File: config.mk
export PLATFORM = sky130hd
export DESIGN_NAME = twc_serial_channel
export DESIGN_NICKNAME = d
export VERILOG_FILES = /design/src/hdl/twc_pkg.sv /design/src/hdl/twc_buf_ram.sv /design/src/hdl/twc_serial_channel.sv
export SDC_FILE = /design/constraint.sdc
export NUM_CORES = 1
export LEC_CHECK = 0
export ABC_AREA = 1
export BUFFER_PORTS_ARGS = -buffer_cell sky130_fd_sc_hd__buf_2
export CORE_MARGIN = 5
export CORE_UTILIZATION = 45
export CTS_CLUSTER_SIZE = 12
export DETAILED_ROUTE_END_ITERATION = 7
export GPL_TIMING_DRIVEN = 0
export PLACE_DENSITY = 0.63
export SLEW_MARGIN = 25
export SYNTH_ARGS = -nofsm -noshare
export SYNTH_HDL_FRONTEND = slang
export SYNTH_HIERARCHICAL = 1
export SYNTH_SLANG_ARGS = --single-unit
File: constraint.sdc
create_clock -name i_core_clk -period 4.5 [get_ports i_core_clk]
set_input_delay 0.225 -clock i_core_clk [delete_from_list [all_inputs] [get_ports i_core_clk]]
set_output_delay 0.225 -clock i_core_clk [all_outputs]
set_load 0.02 [all_outputs]
File: src/hdl/twc_pkg.sv
/*
  twc_pkg: shared constants, field positions and state type of the
  three-wire serial channel. Assumes an 8-bit internal register bus with
  16-bit addresses and the channel logic running on one core clock.
*/
package twc_pkg;

  // ----------------------------------------------------------------------
  // register addresses
  // ----------------------------------------------------------------------
  localparam logic [15:0] TWC_ADDR_MODE = 16'hFF68; // serial_channel_mode_ctl
  localparam logic [15:0] TWC_ADDR_AUTO = 16'hFF69; // auto_xfer_ctl
  localparam logic [15:0] TWC_ADDR_SBUF = 16'hFF6A; // shift_buffer
  localparam logic [15:0] TWC_ADDR_PTR = 16'hFF6B; // auto transfer pointer
  localparam logic [15:0] TWC_RAM_BASE = 16'hFAC0; // buffer ram first byte
  localparam logic [15:0] TWC_RAM_LAST = 16'hFADF; // buffer ram last byte

  // ----------------------------------------------------------------------
  // reset values and write masks
  // ----------------------------------------------------------------------
  localparam logic [7:0] TWC_MODE_RST = 8'h00;
  localparam logic [7:0] TWC_AUTO_RST = 8'h00;
  localparam logic [7:0] TWC_SBUF_RST = 8'h00;
  localparam logic [4:0] TWC_PTR_RST = 5'h00;
  localparam logic [7:0] TWC_MODE_WMASK = 8'hE3; // bits 4..2 fixed zero
  localparam logic [7:0] TWC_AUTO_WMASK = 8'hE7; // bits 4..3 read only

  // ----------------------------------------------------------------------
  // field positions
  // ----------------------------------------------------------------------
  localparam int TWC_M_ON = 'h7;     // channel_on_bit
  localparam int TWC_M_DIR = 'h6;    // first bit select, 1 = lsb first
  localparam int TWC_M_ATE = 'h5;    // auto_xfer_select
  localparam int TWC_M_CLK_HI = 'h1; // clock_src_hi
  localparam int TWC_M_CLK_LO = 'h0; // clock_src_lo
  localparam int TWC_A_RE = 'h7;     // rx_on_bit
  localparam int TWC_A_ARLD = 'h6;   // repeat run
  localparam int TWC_A_ERCE = 'h5;   // error check enable
  localparam int TWC_A_ERR = 'h4;    // error seen, read only
  localparam int TWC_A_TRF = 'h3;    // run in progress, read only
  localparam int TWC_A_HANDSHAKE_OUT_ON = 'h2;   // handshake_out_on
  localparam int TWC_A_HANDSHAKE_IN_ON = 'h1;  // handshake_in_on
  localparam int TWC_A_BUSY0 = 'h0;  // busy polarity, 1 = active low

  // ----------------------------------------------------------------------
  // counts and sizes
  // ----------------------------------------------------------------------
  localparam logic [3:0] TWC_LAST_BIT = 4'h7; // index of eighth bit
  localparam int TWC_RAM_DEPTH = 'h20;
  localparam int TWC_RAM_AW = 'h5;

  typedef enum logic [2:0] {
    TWC_ST_IDLE  = 3'b000,
    TWC_ST_FETCH = 3'b001,
    TWC_ST_LOAD  = 3'b010,
    TWC_ST_SHIFT = 3'b011,
    TWC_ST_STORE = 3'b100,
    TWC_ST_HAND  = 3'b101
  } twc_state_type;

endpackage

File: src/hdl/twc_buf_ram.sv
/*
  twc_buf_ram: 32 x 8 buffer memory for automatic multi-byte runs, one
  write port and one read port with registered read data.
  Assumes the caller arbitrates between software and the transfer engine.
*/
`timescale 1ns/100ps
module twc_buf_ram (
  input wire logic i_core_clk,
  input wire logic i_reset_n,
  input wire logic i_we,
  input wire logic [twc_pkg::TWC_RAM_AW-1:0] i_waddr,
  input wire logic [7:0] i_wdata,
  input wire logic [twc_pkg::TWC_RAM_AW-1:0] i_raddr,
  output logic [7:0] o_rdata
);
  import twc_pkg::*;

  logic [7:0] mem_ff [TWC_RAM_DEPTH];

  // ----------------------------------------------------------------------
  // storage array, no reset
  // ----------------------------------------------------------------------
  always_ff @(posedge i_core_clk) begin
    if (i_we) begin
      mem_ff[i_waddr] <= i_wdata;
    end
  end

  // read data out of a register
  always_ff @(posedge i_core_clk or negedge i_reset_n) begin
    if (!i_reset_n) begin
      o_rdata <= 8'h00;
    end else begin
      o_rdata <= mem_ff[i_raddr];
    end
  end

endmodule // twc_buf_ram

File: src/hdl/twc_serial_channel.sv
/*
  twc_serial_channel: 8-bit three-wire synchronous serial channel with mode
  register, auto run control, shift buffer, run pointer and buffer ram.
  Assumes i_tmr2_out and i_prescale_tick are one-cycle ticks from timer
  logic on i_core_clk; pin inputs are asynchronous and synchronised here.
  // Contract
  // - reset clears the channel mode register to zero, channel off
  // - clock source bits pick external pin, timer two, or prescaler tap
  // - auto select bit picks plain mode or automatic multi-byte mode
  // - bit 6 of mode register picks msb first (0) or lsb first (1)
  // - channel off stops shifting and holds the bit counter cleared
  // - data moves in 8-bit units, one bit per serial clock period
  // - buffer shifts on falling serial clock; out latch drives out pin
  // - serial in pin is sampled into the buffer on rising clock
  // - after eighth bit the buffer halts and the done flag is set
  // - any software write to the shift buffer drives serial out low
  // - first bit order applied by reversing bits on write and read
  // - a buffer write starts a transfer only if on and clock idle
  // - switching the channel on after the write does not start one
  // - with receive off in auto mode the serial in pin is released
  // - auto mode sends and stores up to 32 ram bytes without software
  // - auto mode runs strobe and busy handshakes in hardware
  // - reset clears the auto transfer control register to zero
  // - a stopped channel keeps the buffer as a plain 8-bit register
*/
`timescale 1ns/100ps
module twc_serial_channel (
  input wire logic i_core_clk,
  input wire logic i_reset_n,
  input wire logic [15:0] i_reg_addr,
  input wire logic i_reg_wr,
  input wire logic i_reg_rd,
  input wire logic [7:0] i_reg_wdata,
  output logic [7:0] o_reg_rdata,
  output logic o_reg_rvalid,
  input wire logic i_tmr2_out,
  input wire logic i_prescale_tick,
  input wire logic i_sck_in,
  output logic o_sck_out,
  output logic o_sck_oe,
  input wire logic i_si_in,
  output logic o_si_claimed,
  output logic o_so_out,
  output logic o_so_oe,
  output logic o_strobe_out,
  output logic o_strobe_oe,
  input wire logic i_busy_in,
  input wire logic i_flag_clr,
  output logic o_xfer_done_flag
);
  import twc_pkg::*;

  // ----------------------------------------------------------------------
  // declarations
  // ----------------------------------------------------------------------
  twc_state_type state_ff;
  twc_state_type nxt_state;
  logic [7:0] mode_ff;
  logic [7:0] auto_ff;
  logic [4:0] ptr_ff;
  logic [4:0] idx_ff;
  logic [7:0] sr_ff;
  logic [3:0] cnt_ff;
  logic sck_ff;
  logic sck_s1_ff, sck_s2_ff, sck_s3_ff;
  logic si_s1_ff, si_s2_ff;
  logic busy_s1_ff, busy_s2_ff;
  logic [1:0] rsel_ff;
  logic rd_pend_ff;
  logic [7:0] ram_rdata;
  logic [7:0] rev_wdata, rev_sr, rev_ram;
  logic ch_on, dir_lsb, auto_xfer_select, clk_int, rx_on;
  logic wr_mode, wr_auto, wr_sbuf, wr_ptr, hit_ram;
  logic shifting, start_ok, start, tick, fall, rise, last_rise;
  logic busy_hold, run_end, eng_we, cpu_we;

  assign ch_on = mode_ff[TWC_M_ON];
  assign dir_lsb = mode_ff[TWC_M_DIR];
  assign auto_xfer_select = mode_ff[TWC_M_ATE];
  assign clk_int = mode_ff[TWC_M_CLK_HI];
  assign rx_on = auto_ff[TWC_A_RE];

  // address decode of the internal register bus
  assign wr_mode = i_reg_wr && (i_reg_addr == TWC_ADDR_MODE);
  assign wr_auto = i_reg_wr && (i_reg_addr == TWC_ADDR_AUTO);
  assign wr_sbuf = i_reg_wr && (i_reg_addr == TWC_ADDR_SBUF);
  assign wr_ptr = i_reg_wr && (i_reg_addr == TWC_ADDR_PTR);
  assign hit_ram = (i_reg_addr >= TWC_RAM_BASE) && (i_reg_addr <= TWC_RAM_LAST);

  // bit reversal between bus and shift buffer
  generate
    for (genvar b = 0; b < 8; b++) begin : g_rev
      assign rev_wdata[b] = dir_lsb ? i_reg_wdata[7-b] : i_reg_wdata[b];
      assign rev_sr[b] = dir_lsb ? sr_ff[7-b] : sr_ff[b];
      assign rev_ram[b] = dir_lsb ? ram_rdata[7-b] : ram_rdata[b];
    end
  endgenerate

  // ----------------------------------------------------------------------
  // pin synchronisers
  // ----------------------------------------------------------------------
  always_ff @(posedge i_core_clk or negedge i_reset_n) begin
    if (!i_reset_n) begin
      sck_s1_ff <= 1'h1;
      sck_s2_ff <= 1'h1;
      sck_s3_ff <= 1'h1;
      si_s1_ff <= 1'h0;
      si_s2_ff <= 1'h0;
      busy_s1_ff <= 1'h0;
      busy_s2_ff <= 1'h0;
    end else begin
      sck_s1_ff <= i_sck_in;
      sck_s2_ff <= sck_s1_ff;
      sck_s3_ff <= sck_s2_ff;
      si_s1_ff <= i_si_in;
      si_s2_ff <= si_s1_ff;
      busy_s1_ff <= i_busy_in;
      busy_s2_ff <= busy_s1_ff;
    end
  end

  // ----------------------------------------------------------------------
  // serial clock edges
  // ----------------------------------------------------------------------
  assign shifting = (state_ff == TWC_ST_SHIFT);
  assign tick = mode_ff[TWC_M_CLK_LO] ? i_prescale_tick : i_tmr2_out;
  assign fall = shifting && (clk_int ? (tick && sck_ff) : (sck_s3_ff && !sck_s2_ff));
  assign rise = shifting && (clk_int ? (tick && !sck_ff) : (!sck_s3_ff && sck_s2_ff));
  assign last_rise = rise && (cnt_ff == TWC_LAST_BIT);
  // start only if internal clock stopped or external pin high
  assign start_ok = clk_int ? !shifting : sck_s2_ff;
  assign start = wr_sbuf && ch_on && (state_ff == TWC_ST_IDLE) && start_ok;
  assign busy_hold = auto_ff[TWC_A_HANDSHAKE_IN_ON] && (busy_s2_ff ^ auto_ff[TWC_A_BUSY0]);
  assign run_end = (idx_ff == 5'h00) && !auto_ff[TWC_A_ARLD];

  // ----------------------------------------------------------------------
  // control registers
  // ----------------------------------------------------------------------
  always_ff @(posedge i_core_clk or negedge i_reset_n) begin
    if (!i_reset_n) begin
      mode_ff <= TWC_MODE_RST;
    end else if (wr_mode) begin
      mode_ff <= i_reg_wdata & TWC_MODE_WMASK;
    end
  end

  // auto control, run flag set by start and cleared at run end
  always_ff @(posedge i_core_clk or negedge i_reset_n) begin
    if (!i_reset_n) begin
      auto_ff <= TWC_AUTO_RST;
      ptr_ff <= TWC_PTR_RST;
    end else begin
      if (wr_auto) begin
        auto_ff[7:5] <= i_reg_wdata[7:5];
        auto_ff[2:0] <= i_reg_wdata[2:0];
      end
      if (wr_ptr) begin
        ptr_ff <= i_reg_wdata[4:0];
      end
      if (start && auto_xfer_select) begin
        auto_ff[TWC_A_TRF] <= 1'h1;
        auto_ff[TWC_A_ERR] <= 1'h0;
      end else if (!ch_on || (state_ff == TWC_ST_HAND && !busy_hold && run_end)) begin
        auto_ff[TWC_A_TRF] <= 1'h0;
      end
      // busy still asserted when a byte ends counts as an error
      if (state_ff == TWC_ST_STORE && auto_ff[TWC_A_ERCE] && busy_hold) begin
        auto_ff[TWC_A_ERR] <= 1'h1;
      end
    end
  end

  // ----------------------------------------------------------------------
  // transfer state machine
  // ----------------------------------------------------------------------
  always_comb begin
    nxt_state = state_ff;
    case (state_ff)
      TWC_ST_IDLE: begin
        if (start) begin
          nxt_state = auto_xfer_select ? TWC_ST_FETCH : TWC_ST_SHIFT;
        end
      end
      TWC_ST_FETCH: nxt_state = TWC_ST_LOAD;
      TWC_ST_LOAD: nxt_state = TWC_ST_SHIFT;
      TWC_ST_SHIFT: begin
        if (last_rise) begin
          nxt_state = auto_xfer_select ? TWC_ST_STORE : TWC_ST_IDLE;
        end
      end
      TWC_ST_STORE: nxt_state = TWC_ST_HAND;
      TWC_ST_HAND: begin
        if (!busy_hold) begin
          nxt_state = run_end ? TWC_ST_IDLE : TWC_ST_FETCH;
        end
      end
      default: nxt_state = TWC_ST_IDLE;
    endcase
    if (!ch_on) begin
      nxt_state = TWC_ST_IDLE;
    end
  end

  always_ff @(posedge i_core_clk or negedge i_reset_n) begin
    if (!i_reset_n) begin
      state_ff <= TWC_ST_IDLE;
    end else begin
      state_ff <= nxt_state;
    end
  end

  // byte index, counts down from the pointer to zero
  always_ff @(posedge i_core_clk or negedge i_reset_n) begin
    if (!i_reset_n) begin
      idx_ff <= 5'h00;
    end else if (start) begin
      idx_ff <= ptr_ff;
    end else if (state_ff == TWC_ST_HAND && !busy_hold) begin
      idx_ff <= (idx_ff == 5'h00) ? ptr_ff : idx_ff - 5'h01;
    end
  end

  // ----------------------------------------------------------------------
  // shift buffer, bit counter and serial clock
  // ----------------------------------------------------------------------
  always_ff @(posedge i_core_clk or negedge i_reset_n) begin
    if (!i_reset_n) begin
      sr_ff <= TWC_SBUF_RST;
    end else if (wr_sbuf && !shifting) begin
      sr_ff <= rev_wdata;
    end else if (state_ff == TWC_ST_LOAD) begin
      sr_ff <= rev_ram;
    end else if (fall) begin
      sr_ff <= {sr_ff[6:0], 1'h0};
    end else if (rise) begin
      sr_ff[0] <= si_s2_ff;
    end
  end

  always_ff @(posedge i_core_clk or negedge i_reset_n) begin
    if (!i_reset_n) begin
      cnt_ff <= 4'h0;
    end else if (!ch_on || !shifting) begin
      cnt_ff <= 4'h0;
    end else if (rise) begin
      cnt_ff <= cnt_ff + 4'h1;
    end
  end

  // internal serial clock idles high and toggles per tick while shifting
  always_ff @(posedge i_core_clk or negedge i_reset_n) begin
    if (!i_reset_n) begin
      sck_ff <= 1'h1;
    end else if (!shifting || !clk_int) begin
      sck_ff <= 1'h1;
    end else if (tick) begin
      sck_ff <= !sck_ff;
    end
  end

  // ----------------------------------------------------------------------
  // pin drivers
  // ----------------------------------------------------------------------
  always_ff @(posedge i_core_clk or negedge i_reset_n) begin
    if (!i_reset_n) begin
      o_so_out <= 1'h0;
      o_so_oe <= 1'h0;
      o_sck_out <= 1'h1;
      o_sck_oe <= 1'h0;
      o_si_claimed <= 1'h0;
      o_strobe_out <= 1'h0;
      o_strobe_oe <= 1'h0;
    end else begin
      if (wr_sbuf) begin
        o_so_out <= 1'h0;
      end else if (fall) begin
        o_so_out <= sr_ff[7];
      end
      o_so_oe <= ch_on;
      o_sck_out <= sck_ff;
      o_sck_oe <= ch_on && clk_int;
      o_si_claimed <= ch_on && !(auto_xfer_select && !rx_on);
      o_strobe_out <= (state_ff == TWC_ST_STORE) && auto_ff[TWC_A_HANDSHAKE_OUT_ON];
      o_strobe_oe <= ch_on && auto_xfer_select && auto_ff[TWC_A_HANDSHAKE_OUT_ON];
    end
  end

  // done flag, a new end wins over a clear in the same cycle
  always_ff @(posedge i_core_clk or negedge i_reset_n) begin
    if (!i_reset_n) begin
      o_xfer_done_flag <= 1'h0;
    end else if (last_rise) begin
      o_xfer_done_flag <= 1'h1;
    end else if (i_flag_clr) begin
      o_xfer_done_flag <= 1'h0;
    end
  end

  // ----------------------------------------------------------------------
  // buffer ram and read path
  // ----------------------------------------------------------------------
  assign eng_we = (state_ff == TWC_ST_STORE) && rx_on;
  assign cpu_we = i_reg_wr && hit_ram && !eng_we;

  twc_buf_ram u_buf_ram (
    .i_core_clk(i_core_clk),
    .i_reset_n(i_reset_n),
    .i_we(eng_we || cpu_we),
    .i_waddr(eng_we ? idx_ff : i_reg_addr[4:0]),
    .i_wdata(eng_we ? rev_sr : i_reg_wdata),
    .i_raddr((state_ff == TWC_ST_FETCH) ? idx_ff : i_reg_addr[4:0]),
    .o_rdata(ram_rdata)
  );

  // read answered two edges after the request
  always_ff @(posedge i_core_clk or negedge i_reset_n) begin
    if (!i_reset_n) begin
      rd_pend_ff <= 1'h0;
      rsel_ff <= 2'h0;
      o_reg_rvalid <= 1'h0;
      o_reg_rdata <= 8'h00;
    end else begin
      rd_pend_ff <= i_reg_rd;
      if (i_reg_rd) begin
        rsel_ff <= (i_reg_addr == TWC_ADDR_MODE) ? 2'h1 :
                   (i_reg_addr == TWC_ADDR_SBUF) ? 2'h2 :
                   hit_ram ? 2'h3 : 2'h0;
        if (i_reg_addr == TWC_ADDR_AUTO) begin
          rsel_ff <= 2'h0;
        end
      end
      o_reg_rvalid <= rd_pend_ff;
      if (rd_pend_ff) begin
        case (rsel_ff)
          2'h1: o_reg_rdata <= mode_ff;
          2'h2: o_reg_rdata <= rev_sr;
          2'h3: o_reg_rdata <= ram_rdata;
          default: o_reg_rdata <= 8'h00;
        endcase
      end
    end
  end

  // falling serial clock edges seen in the current byte
  logic [3:0] falls_seen_ff;
  always_ff @(posedge i_core_clk or negedge i_reset_n) begin
    if (!i_reset_n) begin
      falls_seen_ff <= 4'h0;
    end else if (!shifting) begin
      falls_seen_ff <= 4'h0;
    end else if (fall) begin
      falls_seen_ff <= falls_seen_ff + 4'h1;
    end
  end
endmodule // twc_serial_channel

==> impl_metrics.ini <==
[cts]
htreeDepth = 2
cts_tree = built
post_cts_resized = 0
clock_path_buffers = 3
ctsHoldBuffers = 6
clk_latency_ns = 0.52
clkTransAtPathRegs_ns = 0.06
post-cts-setup-buffer-count = 0
root_buffer = clkbuf_16
cts_buffers = 37
cts.sinks = 327

[sta]
rsz0062_at_grt = no
skew_ns = 0.0159
maxSlewHeadroom_pct = 26.3
drv_slew = 0
fmax_mhz = 274
fin_crit_sh_pct = 81.0
period_needed_ns = 3.65
worst_slew_pin_slew_ns = 1.10
fin_hold_ws_ns = 0.0464
setup_viol = 0
hold_viol = 0

[synthesis]
synth_seq_cells = 327
ys.warnings.count = 6
netlist_area_mm2 = 0.0145
ys_seq_area_share_pct = 65.4
ys_types = 40
synth-main-ff-cell = edfxtp_1
yosys-top-cells-area = edfxtp_1 (53%), nand2_1 (14%), dfrtp_1 (11%), nand3_1 (8.2%), o21ai_0 (2.2%)
synthCells = 1426
avgSynthCellArea_um2 = 10.1
synthArstFlopShare_pct = 21.7
synth_top_area_share_pct = 53.1
synth_area_leader_cell = edfxtp_1
synth_edf_count = 256
syn_nets = 1463

[detailed_routing]
drc_errors = 0
postRouteAntennaNets = 0
vias_per_cell = 5.40
drtIter0Drc = 903
num_vias = 10600
drt_pass1_iterations = 6
totalWireLength_mm = 37.7
routedWlPerCell_um = 19.3

[flow_run]
maxCapViolCount = 0

[worst_setup_path]
critPathTopFamily = simple AND/OR/NAND/NOR gates
critPathSlowestCell = nor2_1
critPathBufInv = 4
slowest_delay_ns = 0.89
crit_fanout = 10
crit_path_start_kind = flip-flop
critical_path_class = flip-flop to flip-flop
crit_arrival_ns = 3.78
path_cells = nor2_1 > inv_1 > nor2_1 > inv_2 > nor2_4 > buf_2 > o21ai_0 > inv_1 > nand3_1 > nor2_1
cp_data_required_time_ns = 4.63
endpoint_kind = flip-flop
crit_top_cell = nor2_1

[global_routing]
grtUsageTotal_pct = 20.8
grt_max_degree = 50
grt_pass1_wl_mm = 57.3
antenna_found_initial = 0
first_global_vias = 10000
grt-ovfl-total = 0

[power]
ir_drop_uv = 304
pwr-share-comb_pct = 6.7
p_int_w = 0.00502
switching_power_w = 0.00146
clkPwrFrac_pct = 42.7
p_per_area_mw_per_mm2 = 388
power_leakage_nw = 6.66
swShare_pct = 22.6
sequentialPowerShare_pct = 50.6

[place]
place_congestion = 0.972
place_hpwl_mm = 26.2
port_buffers = 49

[die]
ios = 51
die_h_um = 189
std_cell_rows = 65
die-area_mm2 = 0.0359
die_w_um = 189
start_util_pct = 45.8
fp.coreArea_mm2 = 0.0316

[outcome]
status = complete, no violations

[finish]
drive_gt1_share_pct = 12.6
final_nets = 1566
fin_util_pct = 52.9
n_antenna_cell = 0
syn2layout_area_growth_pct = 15.6

[worst_hold_path]
hold_path.class = input port to flip-flop
[final timing paths]
path / startpoint / end / slack [ns] / cells after the start
worst max-delay path: state_ff[0] / u_buf_ram/mem_ff[11][6] / 0.85 / 10
worst min-delay path: i_reg_wdata[5] / sr_ff[2] / 0.05 / 5
worst max register to register: state_ff[0] / u_buf_ram/mem_ff[11][6] / 0.85 / 10
worst min register to register: busy_s1_ff / busy_s2_ff / 0.36 / 0
max in group asynchronous: i_reset_n / sck_s2_ff / 3.75 / 3
min in group asynchronous: i_reset_n / o_reg_rdata[4] / 0.16 / 2
[kinds of logic (layout without fill, tap and decap cells)]
| group | Yosys count | in the layout | synth area share (%) |
|---|---|---|---|
| compound gates | 100 | 100 | 3.77 |
| xor+xnor | 4 | 4 | 0.242 |
| fa+ha+maj | 3 | 3 | 0.259 |
| buf+inv | 147 | 275 | 5.44 |
| flops | 327 | 327 | 65.4 |
| mux | 5 | 5 | 0.389 |
| simple gates | 840 | 840 | 24.5 |
[synth_stat cells (6+ instances only)]
library cell  number
inv_2              8
nor3_1             7
o21ai_0           63
nor2_1            58
buf_2             20
buf_4              6
inv_1             75
dfrtp_1           66
edfxtp_1         256
nand3_1          236
nand2_1          521
a21oi_1           14
buf_6             25
clkbuf_1          11
o211ai_1          11
[tightest hold or removal path, cell delays in order]
cell     delay [ns]
buf_2          0.09
nand2_1        0.04
o21ai_0        0.06
nand2_1        0.05
nand2_1        0.06
[metal layers]
metal,vias up,wire length (um),global-route usage (%)
met5,-,0,0
met4,0,1040,6.65
met3,67,3050,3.87
met2,398,17100,32.6
met1,5059,16600,29.7
li1,5042,-,-
[cells in the final DEF (no fill, tap or decap), types with 2 or more instances in the layout]
| cell type | instances |
|---|---|
| dfrtp_1 | 66 |
| o21bai_1 | 2 |
| dfstp_2 | 5 |
| nor2_1 | 58 |
| a21oi_1 | 14 |
| a31oi_1 | 3 |
| nand2_1 | 521 |
| o21ai_0 | 55 |
| clkinv_1 | 7 |
| inv_1 | 75 |
| ha_1 | 3 |
| o211ai_1 | 11 |
| xor2_1 | 2 |
| buf_1 | 2 |
| nand3_1 | 236 |
| clkinv_2 | 2 |
| nor2_2 | 2 |
| edfxtp_1 | 256 |
| o21ai_4 | 8 |
| dlygate4sd3_1 | 6 |
| nor3_1 | 7 |
| buf_6 | 25 |
| buf_4 | 7 |
| nand2_4 | 2 |
| nor2_4 | 2 |
| clkbuf_1 | 21 |
| inv_2 | 8 |
| o21ai_1 | 4 |
| nand2_2 | 3 |
| buf_2 | 68 |
| xnor2_1 | 2 |
| clkbuf_8 | 3 |
| mux2_2 | 5 |
| clkbuf_16 | 38 |
| buf_16 | 8 |
[final cells by class]
type / count / area [um^2]
inverters: 83 / 312
clock inverters: 13 / 91.3
flip-flops and latches: 327 / 9470
repair buffers: 64 / 543
well taps: 402 / 503
clock buffers: 51 / 1030
plain buffers: 64 / 475
multi-input cells: 952 / 4310
fillers: 2792 / 14900
[flip-flops by register name, summed over array words and instances, names as in the netlist, 2 cells and up]
register and flops:
u_buf_ram/mem_ff 256, o_reg_rdata 8, sr_ff 8, u_buf_ram/o_rdata 8
auto_ff 5, idx_ff 5, mode_ff 5, ptr_ff 5
cnt_ff 4, state_ff 3, rsel_ff 2
[power by group through the flow]
| stage | Combinational (W) | Clock, W | Sequential, W |
|---|---|---|---|
| CTS | 0.000429 | 0.00283 | 0.00328 |
| finish | 0.000433 | 0.00277 | 0.00329 |
| global route | 0.000472 | 0.00296 | 0.00329 |
| global placement | 0.000386 | 0 | 0.00336 |
| detailed placement | 0.000423 | 0 | 0.00335 |
| floorplan | 0.000230 | 0 | 0.00335 |
[stage by stage]
stage                     std cells  setup slack, ns  instance area, um^2  TNS (ns)  power, W
after floorplan                1426             1.86                14500         0   0.00358
after global placement         1877           -0.786                15200   -150.10   0.00374
after detailed placement       1886            0.944                15500         0   0.00377
after CTS                      1956            0.935                16700         0   0.00654
after global routing           1956            0.614                16700         0   0.00672
final                          1956            0.853                16700         0   0.00649
(Power assumes the default switching activity.)
